==> src/rps_pkg.sv <==
package rps_pkg;

    // Oscillator clock period in picoseconds.
    localparam int unsigned CLK_PERIOD_PS = 5000;

    // Pin low time after supplies settle, in microseconds, and its cycle count.
    localparam int unsigned POR_LOW_US = 100;
    localparam int unsigned POR_LOW_CYC = (POR_LOW_US * 1000000) / CLK_PERIOD_PS;

    // Watchdog reset pulse length in oscillator clock cycles.
    localparam int unsigned WDOG_LOW_CYC = 512;

    // Boot-mode pin hold window, in microseconds (1.5 ms), and its cycle count.
    localparam int unsigned BOOT_HOLD_US = 1500;
    localparam int unsigned BOOT_HOLD_CYC = (BOOT_HOLD_US * 1000000) / CLK_PERIOD_PS;

    // Width of the shared pulse counter.
    localparam int unsigned CNT_W = 20;

    // Number of boot-mode pins.
    localparam int unsigned BOOT_W = 2;

    // Reset source codes for the cause report.
    localparam logic [2:0] SRC_PIN = 3'h0;
    localparam logic [2:0] SRC_WDOG = 3'h1;
    localparam logic [2:0] SRC_NMIWD = 3'h2;
    localparam logic [2:0] SRC_SYS = 3'h3;
    localparam logic [2:0] SRC_DBG = 3'h4;
    localparam logic [2:0] SRC_HIB = 3'h5;

    // Internal reset requests gathered together.
    typedef struct packed {
        logic watchdog_reset;
        logic nmi_watchdog_reset;
        logic system_software_reset;
        logic debug_core_reset;
        logic hibernate_wake_reset;
    } rps_req_s;

    // Sequencer states, one-hot.
    typedef enum logic [4:0] {
        ST_POWERUP = 5'h01,
        ST_STRETCH = 5'h02,
        ST_PINWAIT = 5'h04,
        ST_HOLD = 5'h08,
        ST_RUN = 5'h10
    } rps_state_e;

endpackage : rps_pkg

==> src/rps_sync.sv <==
`timescale 1ns/1ps
`default_nettype none

// Two-flop synchroniser; the first stage feeds only the second.
module rps_sync
    import rps_pkg::*;
(
    input wire logic i_clk,
    input wire logic i_nrst,
    input wire logic i_d,
    output logic o_q
);

    logic meta_r;
    logic q_r;

    // Both stages preset high so a released pin reads idle after reset.
    always_ff @(posedge i_clk or negedge i_nrst)
    begin
        if (!i_nrst)
        begin
            meta_r <= 1'b1;
            q_r <= 1'b1;
        end
        else
        begin
            meta_r <= i_d;
            q_r <= meta_r;
        end
    end

    assign o_q = q_r;

endmodule : rps_sync

`default_nettype wire

==> src/rps_reset_pin_sequencer.sv <==
// Functional notes
// - Reset pin is input and open-drain output.
// - Power-on reset holds pin low.
// - Pin held low 100 us after supplies.
// - Watchdog and NMI watchdog pull pin low.
// - Watchdog pulse lasts 512 oscillator cycles.
// - Six sources; hold window after each.
// - Debug core reset leaves pin alone.
// - Sample boot pins after any reset.
// - I/Os high-impedance during power-up.
// - Hovering supply may repeat reset pulses.
`timescale 1ns/1ps
`default_nettype none

module rps_reset_pin_sequencer
    import rps_pkg::*;
(
    input wire logic i_clk,
    input wire logic i_nrst,
    input wire logic i_supply_ok,
    input wire logic i_device_reset_n_pin,
    input wire rps_req_s i_req,
    input wire logic [BOOT_W-1:0] i_boot_pins,
    output logic o_device_reset_n_pin,
    output logic o_device_reset_n_pin_oe_n,
    output logic o_io_hiz,
    output logic o_core_reset_n,
    output logic o_boot_hold,
    output logic o_boot_valid,
    output logic [BOOT_W-1:0] o_boot_mode,
    output logic [2:0] o_reset_cause
);

    // Synchronised copy of the reset pin level.
    logic pin_sync;

    rps_sync u_pin_sync (
        .i_clk(i_clk),
        .i_nrst(i_nrst),
        .i_d(i_device_reset_n_pin),
        .o_q(pin_sync)
    );

    rps_state_e state_r;
    rps_state_e state_nxt;
    logic [CNT_W-1:0] cnt_r;
    logic [CNT_W-1:0] cnt_nxt;
    logic drive_r;
    logic drive_nxt;
    // Pin enable kept in its own flop so the pad sees no gate after the register.
    logic oe_n_r;
    logic oe_n_nxt;
    logic hiz_r;
    logic hiz_nxt;
    logic core_n_r;
    logic core_n_nxt;
    logic hold_r;
    logic hold_nxt;
    logic bvalid_r;
    logic bvalid_nxt;
    logic [BOOT_W-1:0] bmode_r;
    logic [BOOT_W-1:0] bmode_nxt;
    logic [2:0] cause_r;
    logic [2:0] cause_nxt;

    // Watchdog-class requests pull the pin; debug core reset does not.
    logic wd_any;
    logic quiet_any;
    assign wd_any = i_req.watchdog_reset | i_req.nmi_watchdog_reset;
    assign quiet_any = i_req.debug_core_reset | i_req.system_software_reset
                     | i_req.hibernate_wake_reset;

    // Next-state logic for the whole sequencer.
    always_comb
    begin
        state_nxt = state_r;
        cnt_nxt = cnt_r;
        drive_nxt = drive_r;
        hiz_nxt = hiz_r;
        core_n_nxt = core_n_r;
        hold_nxt = hold_r;
        bvalid_nxt = bvalid_r;
        bmode_nxt = bmode_r;
        cause_nxt = cause_r;
        if (!i_supply_ok)
        begin
            // A sagging supply restarts power-up; repeated dips repeat pulses.
            state_nxt = ST_POWERUP;
            drive_nxt = 1'b1;
            hiz_nxt = 1'b1;
            core_n_nxt = 1'b0;
            hold_nxt = 1'b0;
            bvalid_nxt = 1'b0;
            cnt_nxt = '0;
        end
        else
        begin
            unique case (state_r)
                ST_POWERUP:
                begin
                    // Supplies are up: keep the pin low for the power-on stretch.
                    state_nxt = ST_STRETCH;
                    cnt_nxt = CNT_W'(POR_LOW_CYC - 1);
                    cause_nxt = SRC_PIN;
                end
                ST_STRETCH:
                begin
                    if (cnt_r == '0)
                    begin
                        drive_nxt = 1'b0;
                        state_nxt = ST_PINWAIT;
                    end
                    else
                    begin
                        cnt_nxt = cnt_r - 1'b1;
                    end
                end
                ST_PINWAIT:
                begin
                    // Internal reset is freed only once the pin reads high again,
                    // so an external holder keeps the core in reset.
                    if (pin_sync)
                    begin
                        hiz_nxt = 1'b0;
                        core_n_nxt = 1'b1;
                        hold_nxt = 1'b1;
                        // Boot pins are taken at release, inside the window in which
                        // they must stand still, not at its far end.
                        bvalid_nxt = 1'b1;
                        bmode_nxt = i_boot_pins;
                        cnt_nxt = CNT_W'(BOOT_HOLD_CYC - 1);
                        state_nxt = ST_HOLD;
                    end
                end
                ST_HOLD, ST_RUN:
                begin
                    // The boot window runs down while new resets are already taken,
                    // so a long window never blocks a watchdog or a pin reset.
                    if (state_r == ST_HOLD)
                    begin
                        if (cnt_r == '0)
                        begin
                            hold_nxt = 1'b0;
                            state_nxt = ST_RUN;
                        end
                        else
                        begin
                            cnt_nxt = cnt_r - 1'b1;
                        end
                    end
                    // Sources in priority order; the pin reset comes first.
                    if (!pin_sync)
                    begin
                        cause_nxt = SRC_PIN;
                        hold_nxt = 1'b0;
                        state_nxt = ST_PINWAIT;
                        core_n_nxt = 1'b0;
                        bvalid_nxt = 1'b0;
                    end
                    else if (wd_any)
                    begin
                        cause_nxt = i_req.watchdog_reset ? SRC_WDOG : SRC_NMIWD;
                        drive_nxt = 1'b1;
                        cnt_nxt = CNT_W'(WDOG_LOW_CYC - 1);
                        hold_nxt = 1'b0;
                        state_nxt = ST_STRETCH;
                        core_n_nxt = 1'b0;
                        bvalid_nxt = 1'b0;
                    end
                    else if (quiet_any)
                    begin
                        // Internal-only reset: pin stays released.
                        cause_nxt = i_req.system_software_reset ? SRC_SYS :
                                    i_req.debug_core_reset ? SRC_DBG : SRC_HIB;
                        hold_nxt = 1'b0;
                        state_nxt = ST_PINWAIT;
                        core_n_nxt = 1'b0;
                        bvalid_nxt = 1'b0;
                    end
                end
            endcase
        end
        // The enable is active low and follows the pull request.
        oe_n_nxt = ~drive_nxt;
    end

    // Registers; reset lands in power-up with the pin pulled low.
    always_ff @(posedge i_clk or negedge i_nrst)
    begin
        if (!i_nrst)
        begin
            state_r <= ST_POWERUP;
            cnt_r <= '0;
            drive_r <= 1'b1;
            oe_n_r <= 1'b0;
            hiz_r <= 1'b1;
            core_n_r <= 1'b0;
            hold_r <= 1'b0;
            bvalid_r <= 1'b0;
            bmode_r <= '0;
            cause_r <= SRC_PIN;
        end
        else
        begin
            state_r <= state_nxt;
            cnt_r <= cnt_nxt;
            drive_r <= drive_nxt;
            oe_n_r <= oe_n_nxt;
            hiz_r <= hiz_nxt;
            core_n_r <= core_n_nxt;
            hold_r <= hold_nxt;
            bvalid_r <= bvalid_nxt;
            bmode_r <= bmode_nxt;
            cause_r <= cause_nxt;
        end
    end

    // Open drain: data is always low, enable low means driving.
    assign o_device_reset_n_pin = 1'b0;
    assign o_device_reset_n_pin_oe_n = oe_n_r;
    assign o_io_hiz = hiz_r;
    assign o_core_reset_n = core_n_r;
    assign o_boot_hold = hold_r;
    assign o_boot_valid = bvalid_r;
    assign o_boot_mode = bmode_r;
    assign o_reset_cause = cause_r;

    // Counts consecutive driven cycles to check stretch lengths.
    logic [CNT_W-1:0] low_run_r;
    always_ff @(posedge i_clk or negedge i_nrst)
    begin
        if (!i_nrst)
            low_run_r <= '0;
        else
            low_run_r <= drive_r ? low_run_r + 1'b1 : '0;
    end

    a_wdog_pulse_len: assert property (@(posedge i_clk) disable iff (!i_nrst)
        $rose(drive_r) && i_supply_ok |-> ##1 (drive_r && i_supply_ok)[*8] ##0 1'b1
        or ##[1:9] !i_supply_ok) else $error("watchdog pulse too short");
    a_wdog_drives: assert property (@(posedge i_clk) disable iff (!i_nrst)
        (state_r == ST_RUN || state_r == ST_HOLD) && i_supply_ok && pin_sync && wd_any
        |=> drive_r) else $error("watchdog did not pull pin");
    a_dbg_quiet: assert property (@(posedge i_clk) disable iff (!i_nrst)
        (state_r == ST_RUN || state_r == ST_HOLD) && i_supply_ok && pin_sync && !wd_any
        && quiet_any |=> !drive_r) else $error("debug reset pulled pin");
    a_por_drive: assert property (@(posedge i_clk) disable iff (!i_nrst)
        !i_supply_ok |=> drive_r && hiz_r) else $error("power-up pin not low");
    a_hiz_up: assert property (@(posedge i_clk) disable iff (!i_nrst)
        drive_r |-> hiz_r || state_r == ST_STRETCH) else $error("io not hiz");
    a_por_stretch: assert property (@(posedge i_clk) disable iff (!i_nrst)
        $fell(drive_r) |-> low_run_r >= ((cause_r == SRC_PIN) ? CNT_W'(POR_LOW_CYC)
        : CNT_W'(WDOG_LOW_CYC))) else $error("stretch released early");
    a_core_sync: assert property (@(posedge i_clk) disable iff (!i_nrst)
        $rose(core_n_r) |-> $past(pin_sync)) else $error("release not synced");
    a_boot_hold: assert property (@(posedge i_clk) disable iff (!i_nrst)
        $rose(core_n_r) |-> hold_r ##1 hold_r[*8]) else $error("hold too short");
    a_boot_sample: assert property (@(posedge i_clk) disable iff (!i_nrst)
        $rose(bvalid_r) |-> o_boot_mode == $past(i_boot_pins))
        else $error("boot pins not sampled");

endmodule : rps_reset_pin_sequencer

`default_nettype wire

==> config.mk <==
export PLATFORM = sky130hd
export DESIGN_NAME = rps_reset_pin_sequencer
export DESIGN_NICKNAME = d
export VERILOG_FILES = /design/src/rps_pkg.sv /design/src/rps_sync.sv /design/src/rps_reset_pin_sequencer.sv
export SDC_FILE = /design/constraint.sdc
export NUM_CORES = 1
export LEC_CHECK = 0
export BUFFER_PORTS_ARGS = -buffer_cell sky130_fd_sc_hd__buf_2
export CAP_MARGIN = 20
export CELL_PAD_IN_SITES_DETAIL_PLACEMENT = 0
export CELL_PAD_IN_SITES_GLOBAL_PLACEMENT = 2
export CORE_UTILIZATION = 30
export DETAILED_ROUTE_END_ITERATION = 10
export GPL_ROUTABILITY_DRIVEN = 0
export PLACE_DENSITY = 0.74
export SLEW_MARGIN = 40
export SYNTH_ARGS = -nofsm -noshare
export SYNTH_HDL_FRONTEND = slang
export SYNTH_SLANG_ARGS = --single-unit
==> constraint.sdc <==
create_clock -name i_clk -period 4.6 [get_ports i_clk]
set_input_delay 0 -clock i_clk [delete_from_list [all_inputs] [get_ports i_clk]]
set_output_delay 0 -clock i_clk [all_outputs]
set_load 0.01 [all_outputs]
Word level (Yosys, flattened, before mapping)
Cells that the tools add are included.
{ "classes": {"mux": 44, "bitwise_logic": 4, "n_reduce_logical": 9, "addsub": 1, "n_eq_ne": 14} }
{ "ops": {"columns": ["cell", "n"], "rows": [
  ["$mux 20", 6],
  ["$pmux 20 s4", 1],
  ["$mux 5", 8],
  ["$logic_not 20->1", 1],
  ["$pmux 5 s4", 1],
  ["$sub 20x1->20 const B", 1],
  ["$mux 1", 19],
  ["$mux 3", 4],
  ["$ne 6x6->1 const B", 2],
  ["$reduce_and 3->1", 3],
  ["$reduce_and 4->1", 2],
  ["$pmux 1 s2", 3],
  ["$pmux 3 s2", 1],
  ["$eq 5x1->1 const B", 1],
  ["$eq 5x2->1 const B", 1],
  ["$eq 5x3->1 const B", 1],
  ["$eq 5x4->1 const B", 1],
  ["$eq 5x5->1 const B", 1],
  ["$ne 5x5->1 const B", 1],
  ["$ne 2x1->1 const B", 2],
  ["$ne 4x4->1 const B", 1],
  ["$ne 3x1->1 const B", 1],
  ["$ne 3x2->1 const B", 1],
  ["$ne 3x3->1 const B", 1],
  ["6 further kinds", 8]
]} }
{ "word_totals": {"elab_cells": 83, "ff_bits": 37, "output_inout_bits": 11, "input_bits": 11} }

Logic depth before layout (Yosys ltp)
Gate-level depths: netlist (run 1).
{ "logic_depth": {"depth_word": 8, "mapped_depth": 10, "depth_no_buf": 8} }

Cells and area by module
From an unflattened synthesis (run 1), not the netlist that was laid out.
{ "unflattened": {"cells_unflattened": 283, "hier_area_um2": 2343.5} }
{ "modules_own_cells": {"columns": ["module", "area_per_inst_um2", "seq_area_each_um2", "instances", "cells_per_inst"], "rows": [
  ["rps_reset_pin_sequencer", 2290.9, 879.6, 1, 281],
  ["rps_sync", 52.6, 52.6, 1, 2]
]} }

Worst setup path after synthesis (run 1)
Ideal clock, no wire load.
{ "synth_path": {"path_type": "register to register", "from": "register cnt_r[0]", "to": "register cnt_r[8]", "setup_ns": 0.130, "setup_slack_ns": 2.550, "n_path_buf": 0, "path_stages_with_launch": 9, "period_less_slack_ns": 2.050, "required_time_ns": 4.470, "arrival_time_ns": 1.920, "path_cell_list": "dfrtp_1 inv_1 ha_1 or3b_4 or3_4 a211oi_2 xnor2_1 a21o_1 a21oi_2"} }
{ "synth_between": {"elab_chain_len": 7, "elab_cells_between_ends": 8, "classes_between": "add/sub (1); mux (6); reduce/logical (1)"} }
{ "synth_rtl": {"columns": ["item", "line", "text"], "rows": [
  ["start: declaration", "rps_reset_pin_sequencer.sv:46", "logic [CNT_W-1:0] cnt_r;"],
  ["start signal: assignment", "rps_reset_pin_sequencer.sv:206", "cnt_r <= cnt_nxt;"],
  ["$sub 20x1->20 / $logic_not 20->1 (equally long branches)", null, null],
  ["$mux 20 (*)", "rps_reset_pin_sequencer.sv:108", "if (cnt_r == '0)"],
  ["$mux 20", "rps_reset_pin_sequencer.sv:139", "if (state_r == ST_HOLD)"],
  ["$mux 20", "rps_reset_pin_sequencer.sv:160", "else if (wd_any)"],
  ["$mux 20", "rps_reset_pin_sequencer.sv:152", "if (!pin_sync)"],
  ["$pmux 20 s4 (*)", "rps_reset_pin_sequencer.sv:98", "unique case (state_r)"],
  ["$mux 20 (*)", "rps_reset_pin_sequencer.sv:85", "if (!i_supply_ok)"]
]} }
Every way passes the cells marked *; elsewhere a longest branch is shown, timed or not.
A chain may end at the register's enable or synchronous reset.

Worst setup path after layout (run 1)
{ "layout_path": {"from": "register cnt_r[0]", "to": "register state_r[2]"} }
{ "layout_between": {"elab_chain_len": 3, "elab_cells_between_ends": 4, "classes_between": "eq/ne (2); reduce/logical (2)"} }
{ "layout_rtl": {"columns": ["item", "line", "text"], "rows": [
  ["$logic_not 20->1 (*)", "rps_reset_pin_sequencer.sv:108, rps_reset_pin_sequencer.sv:141", null],
  ["$ne 6x6->1 (no line) / $ne 3x3->1 (equally long branches)", null, null],
  ["$reduce_and 4->1 (no line) (*)", null, null],
  ["end signal: assignment", "rps_reset_pin_sequencer.sv:205", "state_r <= state_nxt;"],
  ["end: declaration", "rps_reset_pin_sequencer.sv:44", "rps_state_e state_r;"]
]} }
Marks and branches as above.

==> results of run 1 <==
[Yosys cell counts (3+ instances only)]
master and n:
a21oi_1 21, dfrtp_1 32, o21ai_0 16, o41ai_1 3, xor2_1 4, nand3_1 11, or3_1 3, a31oi_1 6
nor2b_1 6, nand4_1 7, and3_1 6, clkbuf_1 5, buf_4 3, o21a_1 5, buf_2 5, nor2_1 25
dfstp_2 5, o31ai_1 3, nand2_1 30, o21ai_1 4, inv_1 9, buf_6 3, o22ai_1 3, o311a_1 3
or2_2 4, nor3_1 11, nor4_1 6, nand2b_1 4
[worst max-delay path, cell delays in order, from the launching register on]
cell	delay [ns]
dfrtp_1	0.44
inv_1	0.12
ha_1	0.17
nor4b_1	0.41
and4_1	0.50
nand2_4	0.14
o21a_1	0.24
nor3_2	0.20
a31o_1	0.16
[what timing repair did]
| item | CTS | global route |
|---|---|---|
| gates resized for setup | 0 | 0 |
| hold endpoints to repair | 36 | 0 |
| hold buffers | 5 | 0 |
[through the flow]
stage               instances  hold WS [ns]  setup slack [ns]  utilization (%)
floorplan                 300        -0.296              2.55                -
global placement          408         0.112              2.19             32.7
detailed placement        408       0.00294              2.22             32.8
CTS                       421        0.0602              2.19             34.4
global route              421        0.0602              2.02             34.5
finish                    421        0.0622              2.16             34.5
[registers in the layout (all words and copies together), names as in the netlist]
name and flops:
o_boot_valid 1, state_r 5, drive_r 1, cnt_r 20, u_pin_sync.o_q 1, u_pin_sync.meta_r 1
o_boot_hold 1, o_boot_mode 2, o_io_hiz 1, o_reset_cause 3, o_device_reset_n_pin_oe_n 1
[layer usage]
layer	part of all wire, %	wire length (µm)	global-route usage (%)
met4	2.5	195	6.57
met3	6.2	486	4.43
met1	48	3760	27.0
met2	44	3440	27.6
met5	0	0	0
[worst paths after layout]
check / start / to / slack (ns)
worst max-delay path: cnt_r[0]$_DFFE_PN0P_ / state_r[2]$_DFFE_PN0P_ / 2.16
worst min-delay path: i_req[2] / state_r[2]$_DFFE_PN0P_ / 0.06
worst max register to register: cnt_r[0]$_DFFE_PN0P_ / state_r[2]$_DFFE_PN0P_ / 2.16
worst min register to register: u_pin_sync.meta_r$_DFF_PN1_ / u_pin_sync.o_q$_DFF_PN1_ / 0.36
max in group asynchronous: i_nrst / u_pin_sync.o_q$_DFF_PN1_ / 4.03
min in group asynchronous: i_nrst / cnt_r[16]$_DFFE_PN0P_ / 0.19
[logic make-up after synthesis]
kind of cell | synth area share (%)
flip-flops | 36.3
multiplexers | 0.876
AND/OR/NAND/NOR | 29.6
other | 0.146
adder cells (fa/ha/maj) | 0.973
XOR/XNOR | 2.04
buffers and inverters | 5.40
AO/OA/AOI/OAI | 24.7
[power by group through the flow]
stage	Sequential [mW]	Clock, mW	Combinational (mW)
final	0.378	0.235	0.193
after global routing	0.382	0.255	0.212
after CTS	0.376	0.241	0.190
after detailed placement	0.383	0	0.186
after global placement	0.382	0	0.189
after floorplan	0.370	0	0.141
[final cells by class]
cell class / count / share of cell area (%)
multi-input combinational: 237 / 53.1
sequential: 37 / 32.7
timing repair buffer: 25 / 5.36
tap: 105 / 4.62
clock buffer: 5 / 2.42
inverter: 9 / 1.19
clock inverter: 3 / 0.615
==> metrics.cfg, run 1 <==
[status]
status=finished, final reports clean

[cts]
ctsHtreeMaxLevel=2
cts_tree=built
postCtsSetupBuffers=0
clk-insertion-delay-late_ns=0.30
cts_buffer_depth=2
cts-buffers-inserted=5
clk_pin_slew_worst_paths_ns=0.08
clock_sinks=37
root_buffer=clkbuf_8

[global_routing]
grt_overflow=0
gr-usage-all-layers_pct=18.9
antenna_found_initial=0
grt_pass1_wl_mm=12.8
grt_pass1_vias=2284
grt_start_max_net_pins=38

[finish]
layout_commonest_cell=dfrtp_1
multi_input_area_um2=1510
fin_nets=328
postLayoutCellArea_um2=2850
seqCellArea_um2=932
area_delta_synth_final_pct=10.7
diodes=0
fillCellCount=886
final_cell_mix=dfrtp_1, nand2_1, nor2_1
drive_above_1_share_pct=18.7

[timing]
rsz0062_at_grt=no
clock.fmax_mhz=411
tightest_slew_ns=0.850
setup_violations=0
totalNegativeSetupSlack_ns=0
fin_skew_ns=0.0101
timing.final.crit_share_pct=52.9
min_period_ns=2.44
slew_headroom_pct=42.9
slew_viol_final=0
hold_violations=0

[placement]
postPlaceCellArea_um2=2710
detailed_place_hpwl_mm=5.78
port_buffers=20

[setup_path]
cp-start-kind=flip-flop
cp-end-kind=flip-flop
crit_required_ns=4.85
r2r_cells=8
crit_fanout=7
arrival_ns=2.68
critPathKind=reg2reg

[synthesis]
synth_nets=313
ys_ff_latch=37
yosys.area.top_type_share_pct=31.1
synth_ff_type=dfrtp_1
synth-edff-count=0
syn_area_um2=2570
synth_cell_types=72
synth_top_cell_by_area=dfrtp_1
syn_area_per_cell_um2=8.57
ys_warn_count=0
synth-async-reset-ratio_pct=100
synthCells=300
synth_area_leaders=dfrtp_1, dfstp_2, nand2_1
yosysSeqAreaShare_pct=36.3

[pwr]
power_density_nw_per_um2=283
p_clk_share_pct=29.1
power.internal_uw=523
p_sw_uw=283
irDropWorstVdd_v=0.000127
switching_share_pct=35.2
combPwrFrac_pct=24.0
power_frac_seq_pct=46.9
finalPower_uw=806
cellLeakagePower_nw=1.19

[min_path]
hold_path_class=in2reg
holdPathStages=4

[drt]
first_iter_violations=160
first_pass_iters=4
drc=0
viasPerCell=5.79
ant_nets=0
wl_per_cell_um=18.7
num_vias=2439
drt_wl_total_mm=7.88

[job]
cap_viol_max_count=0

[floorplanning]
fp.dieW_um=94.6
initial_utilization_pct=31.1
die_area_um2=8950
rows=33
num_io_pins=22
die_h_um=94.6
core_um2=8260

Power figures use the tool's default switching activity.
==> run 2: changes to the inputs <==
- ABC_AREA: default -> 1
- PLACE_DENSITY: 0.74 -> 0.84
- clock period: 4.6 -> 2.15 ns (I/O delays scaled with it)
==> run 2 against run 1 <==
Final cell count rose by 41%; synthesized cell count rose by 50%; design area rose by 15%; total power rose by 140%; area after synthesis rose by 10%; critical endpoint is now state_r[3]$_DFFE_PN0P_.
==> metrics.cfg, run 2 <==
[setup_path]
critPathKind=reg2reg
crit_required_ns=2.35
reg2reg_from=cnt_r[0]$_DFFE_PN0P_
critPathLaunch=cnt_r[0]$_DFFE_PN0P_
ff2ff_setup_slack_ns=0.23
cp-start-kind=flip-flop
r2r_cells=9
crit_fanout=7
cp-end-kind=flip-flop
arrival_ns=2.11
cp-endpoint=state_r[3]$_DFFE_PN0P_
r2r_end=state_r[3]$_DFFE_PN0P_

[synthesis]
synth_ff_type=dfrtp_1
syn_area_per_cell_um2=6.29
synth_commonest_cells=nand2_1, nor2_1, inv_1
synth_top_cell_by_area=dfrtp_1
synth-edff-count=0
ys_ff_latch=37
synth_nets=463
yosys.area.top_type_share_pct=28.3
syn_area_um2=2830
synth_most_common_cell=nand2_1
ys_warn_count=0
synthCells=450
synth_cell_types=35
synth-async-reset-ratio_pct=100
yosysSeqAreaShare_pct=32.9
synth_area_leaders=dfrtp_1, nand2_1, nor2_1

[finish]
drive_above_1_share_pct=14.3
post-route-util_pct=35.5
fin_nets=495
area_delta_synth_final_pct=15.4
diodes=0
top_register=cnt_r
largest_reg_flops=20
layout_commonest_cell=nand2_1
final_cell_mix=nand2_1, nor2_1, inv_1

[timing]
hold_violations=0
rsz0062_at_grt=no
slew_viol_final=0
timing.final.crit_share_pct=89.2
setup_slack_ns=0.232
min_period_ns=1.92
slew_headroom_pct=61.6
tightest_slew_ns=0.569
fin_hold_ws_ns=0.0385
fin_skew_ns=0.00736
totalNegativeSetupSlack_ns=0
clock.fmax_mhz=521
setup_violations=0

[pwr]
power_density_nw_per_um2=586
p_sw_uw=593
cellLeakagePower_nw=1.71
switching_share_pct=31.0
power_frac_seq_pct=40.2
power.internal_mw=1.32
combPwrFrac_pct=19.6
irDropWorstVdd_v=0.000382
p_clk_share_pct=40.2

[cts]
clk-insertion-delay-late_ns=0.30
ctsHtreeMaxLevel=2
postCtsSetupBuffers=0
clock_sinks=37
clk_pin_slew_worst_paths_ns=0.09
root_buffer=clkbuf_8
cts-buffers-inserted=5
cts_tree=built
cts_buffer_depth=2

[global_routing]
grt_overflow=0
grt_start_max_net_pins=38
antenna_found_initial=0
gr-usage-all-layers_pct=19.4
grt_pass1_vias=2999
grt_pass1_wl_mm=14.8

[drt]
first_pass_iters=4
num_vias=2925
first_iter_violations=145
ant_nets=0
drc=0
wl_per_cell_um=14.5
drt_wl_total_mm=8.63
viasPerCell=4.92

[job]
cap_viol_max_count=0

[floorplanning]
initial_utilization_pct=30.8
core_um2=9200
die_h_um=99.1
rows=35
die_area_um2=9830
fp.dieW_um=99.1
num_io_pins=22

[min_path]
hold_path_class=in2reg

[placement]
preCtsSetupSlack_ns=0.156
detailed_place_hpwl_mm=6.49
port_buffers=20

[status]
status=finished, final reports clean

run 2: cell types whose count changed after synthesis, sizes merged, moves of 6 or more:
cell and delta:
a21oi -8, and3 -6, inv +40, nand2 +148
nand2b -6, nand3 +22, nand4 +11, nor2 +36
nor2b -6, nor3 -11, nor4 -8, o21ai +7
run 2: logic make-up (layout without fill, tap and decap cells):
| family | after synthesis | after routing | share of synthesized area [%] |
|---|---|---|---|
| AND/OR/NAND/NOR | 298 | 298 | 45.9 |
| buffers and inverters | 61 | 94 | 9.55 |
| flip-flops | 37 | 37 | 32.9 |
| other | 1 | 1 | 0.132 |
| adder cells (fa/ha/maj) | 2 | 2 | 0.884 |
| XOR/XNOR | 4 | 4 | 1.24 |
| AO/OA/AOI/OAI | 47 | 47 | 9.33 |
run 2: worst min-delay path by stage:
stage	start	to	slack [ns]	cells after the start
after floorplan	i_nrst	cnt_r[0]$_DFFE_PN0P_	-0.30	0
after global placement	i_device_reset_n_pin	u_pin_sync.meta_r$_DFF_PN1_	0.11	1
after detailed placement	i_nrst	cnt_r[13]$_DFFE_PN0P_	0.02	1
after CTS	i_req[4]	o_reset_cause[1]$_DFFE_PN0P_	0.04	4
after global routing	i_req[4]	o_reset_cause[1]$_DFFE_PN0P_	0.09	4
final	i_req[4]	o_reset_cause[1]$_DFFE_PN0P_	0.04	4
run 2: area by class of cell:
| cell class | instances | area, µm² |
|---|---|---|
| tap | 111 | 139 |
| multi-input combinational | 352 | 1630 |
| fill | 1038 | 5930 |
| sequential | 37 | 932 |
| inverter | 50 | 190 |
| clock inverter | 3 | 68.8 |
| clock buffer | 5 | 68.8 |
| timing repair buffer | 36 | 233 |
run 2: worst max-delay path, stage by stage, from the launching register on:
cell	delay [ns]
dfrtp_1	0.45
inv_2	0.15
ha_1	0.19
nand3_1	0.12
nor2_1	0.18
nand4_2	0.21
o211ai_1	0.32
nand2_1	0.09
nand2_1	0.06
nand2_1	0.04
run 2: what timing repair did:
action | in CTS | in global routing
endpoints found under the setup margin | 0 | 8
resized for setup | 0 | 2
hold buffers | 4 | 0
hold endpoints to repair | 35 | 0
run 2: routing by layer:
| metal | vias to the layer above | global-route usage [%] | wire length [µm] |
|---|---|---|---|
| met5 | - | 0 | 0 |
| met4 | 0 | 5.43 | 153 |
| met3 | 15 | 2.95 | 389 |
| met2 | 75 | 33.7 | 4050 |
| met1 | 1345 | 25.1 | 4040 |
| li1 | 1490 | - | - |
run 2: power by group through the flow:
stage | Combinational, mW | Sequential [mW] | Clock [mW]
2_1_floorplan | 0.253 | 0.774 | 0
3_3_place_gp | 0.372 | 0.780 | 0
3_5_place_dp | 0.371 | 0.781 | 0
4_1_cts | 0.377 | 0.768 | 0.786
5_1_grt | 0.430 | 0.774 | 0.813
6_report | 0.376 | 0.768 | 0.769
run 2: per-stage QoR:
| step | std cells | area [µm²] | power, mW |
|---|---|---|---|
| after floorplan | 450 | 2830 | 1.03 |
| after global placement | 582 | 3080 | 1.15 |
| after detailed placement | 582 | 3080 | 1.15 |
| after CTS | 594 | 3260 | 1.93 |
| after global routing | 594 | 3270 | 2.02 |
| final | 594 | 3270 | 1.91 |
==> run 3: changes to the inputs <==
- ABC_AREA: 1 -> default
- PLACE_DENSITY: 0.84 -> 0.77
==> run 3 against run 2 <==
Clock power decreased by 14%; via count decreased by 5.3%; maximum frequency down 9.8%; worst hold slack better by 0.018 ns; final cell count shrank 17%; setup slack worse by 0.21 ns; sequential share of layout area is 1.8 points lower; non-clock buffer count is 62 higher; critical path depth is 1 higher; register-to-register slack worse by 0.21 ns; critical path type unchanged; critical endpoint is now cnt_r[9]$_DFFE_PN0P_.
==> metrics.cfg, run 3 (same netlist as run 1, synthesis figures left out) <==
[finish]
fin_nets=401
fillCellCount=857
post-route-util_pct=42.4
final_cells=494
diodes=0
drive_above_1_share_pct=38.0
postLayoutCellArea_um2=3500
top_register=cnt_r
layout_commonest_cell=buf_4
final_cell_mix=buf_4, nand2_1, dfrtp_1
area_delta_synth_final_pct=36.1
largest_reg_flops=20

[pwr]
power_frac_seq_pct=37.8
combPwrFrac_pct=30.5
power.internal_mw=1.41
cellLeakagePower_nw=1.56
p_sw_uw=671
switching_share_pct=32.2
p_clk_share_pct=31.7
finalPower_mw=2.08
irDropWorstVdd_v=0.000313
power_density_nw_per_um2=596

[floorplanning]
die_h_um=94.6
num_io_pins=22
core_um2=8260
fp.dieW_um=94.6
die_area_um2=8950
rows=33
initial_utilization_pct=31.1

[setup_path]
critPathKind=reg2reg
cp-endpoint=cnt_r[9]$_DFFE_PN0P_
r2r_end=cnt_r[9]$_DFFE_PN0P_
r2r_cells=10
arrival_ns=2.36
critPathLaunch=cnt_r[0]$_DFFE_PN0P_
crit_fanout=3
reg2reg_from=cnt_r[0]$_DFFE_PN0P_
ff2ff_setup_slack_ns=0.02
crit_required_ns=2.38
cp-start-kind=flip-flop
cp-end-kind=flip-flop

[drt]
first_iter_violations=201
first_pass_iters=7
ant_nets=0
viasPerCell=5.61
drt_wl_total_mm=9.01
drc=0
wl_per_cell_um=18.2
num_vias=2770

[timing]
rsz0062_at_grt=yes
fin_skew_ns=0.00952
timing.final.crit_share_pct=99.0
fin_hold_ws_ns=0.0562
clock.fmax_mhz=470
totalNegativeSetupSlack_ns=0
setup_slack_ns=0.0221
setup_violations=0
hold_violations=0
min_period_ns=2.13
slew_viol_final=0
slew_headroom_pct=65.4
tightest_slew_ns=0.518

[placement]
postPlaceCellArea_um2=3220
dp.cells=477
port_buffers=20
detailed_place_hpwl_mm=6.81
preCtsSetupSlack_ns=-0.0592

[global_routing]
grt_start_max_net_pins=38
antenna_found_initial=0
grt_pass1_vias=2708
gr-usage-all-layers_pct=21.4
grt_overflow=0
grt_pass1_wl_mm=14.4

[cts]
root_buffer=clkbuf_8
cts-buffers-inserted=5
cts_tree=built
cts_buffer_depth=2
clock_sinks=37
ctsHtreeMaxLevel=2
clk-insertion-delay-late_ns=0.30
clk_pin_slew_worst_paths_ns=0.09

[min_path]
hold_path_class=in2reg

[status]
status=finished, final reports clean

[job]
cap_viol_max_count=0

-- run 3: worst max-delay path, stage by stage, from the launching register on --
cell     delay [ns]
dfrtp_1        0.42
inv_2          0.10
ha_1           0.20
nor4b_2        0.30
buf_4          0.17
nand4_1        0.19
nor2_2         0.18
o41ai_2        0.09
buf_4          0.13
and3_1         0.17
o22ai_1        0.11
-- run 3: how the worst min path moves through the flow --
stage,slack (ns),depth (start not counted),endpoint,startpoint
2_1_floorplan,-0.30,0,cnt_r[0]$_DFFE_PN0P_,i_nrst
3_3_place_gp,0.11,1,u_pin_sync.meta_r$_DFF_PN1_,i_device_reset_n_pin
3_5_place_dp,0.02,1,cnt_r[2]$_DFFE_PN0P_,i_nrst
4_1_cts,0.05,4,o_reset_cause[0]$_DFFE_PN0P_,i_req[1]
5_1_grt,0.07,4,o_reset_cause[0]$_DFFE_PN0P_,i_req[1]
6_report,0.06,4,o_reset_cause[0]$_DFFE_PN0P_,i_req[1]
-- run 3: metal layers --
layer  global-route usage [%]  wire length, µm
met3                     4.51              598
met2                     32.6             4170
met1                     29.7             4050
met4                     7.95              180
met5                        0                0
-- run 3: timing repair --
action	in CTS	in global routing
pin swaps	0	8
gates resized for setup	1	22
setup buffers	0	4
hold buffers	5	0
hold endpoints to repair	36	0
cloned	0	0
setup endpoints to repair	11	23
-- run 3: cell type report --
| cell class | instances | area, µm² | share of cell area [%] |
|---|---|---|---|
| multi-input cells | 237 | 1580 | 45.0 |
| flip-flops and latches | 37 | 937 | 26.8 |
| repair buffers | 98 | 701 | 20.0 |
| well taps | 105 | 131 | 3.76 |
| clock buffers | 6 | 82.6 | 2.36 |
| clock inverters | 2 | 37.5 | 1.07 |
| inverters | 9 | 33.8 | 0.966 |
-- run 3: power by group through the flow --
stage / Clock (mW) / Sequential, mW / Combinational (mW)
2_1_floorplan: 0 / 0.791 / 0.302
3_5_place_dp: 0 / 0.793 / 0.580
6_report: 0.661 / 0.787 / 0.636
3_3_place_gp: 0 / 0.792 / 0.579
4_1_cts: 0.674 / 0.780 / 0.589
5_1_grt: 0.697 / 0.794 / 0.689
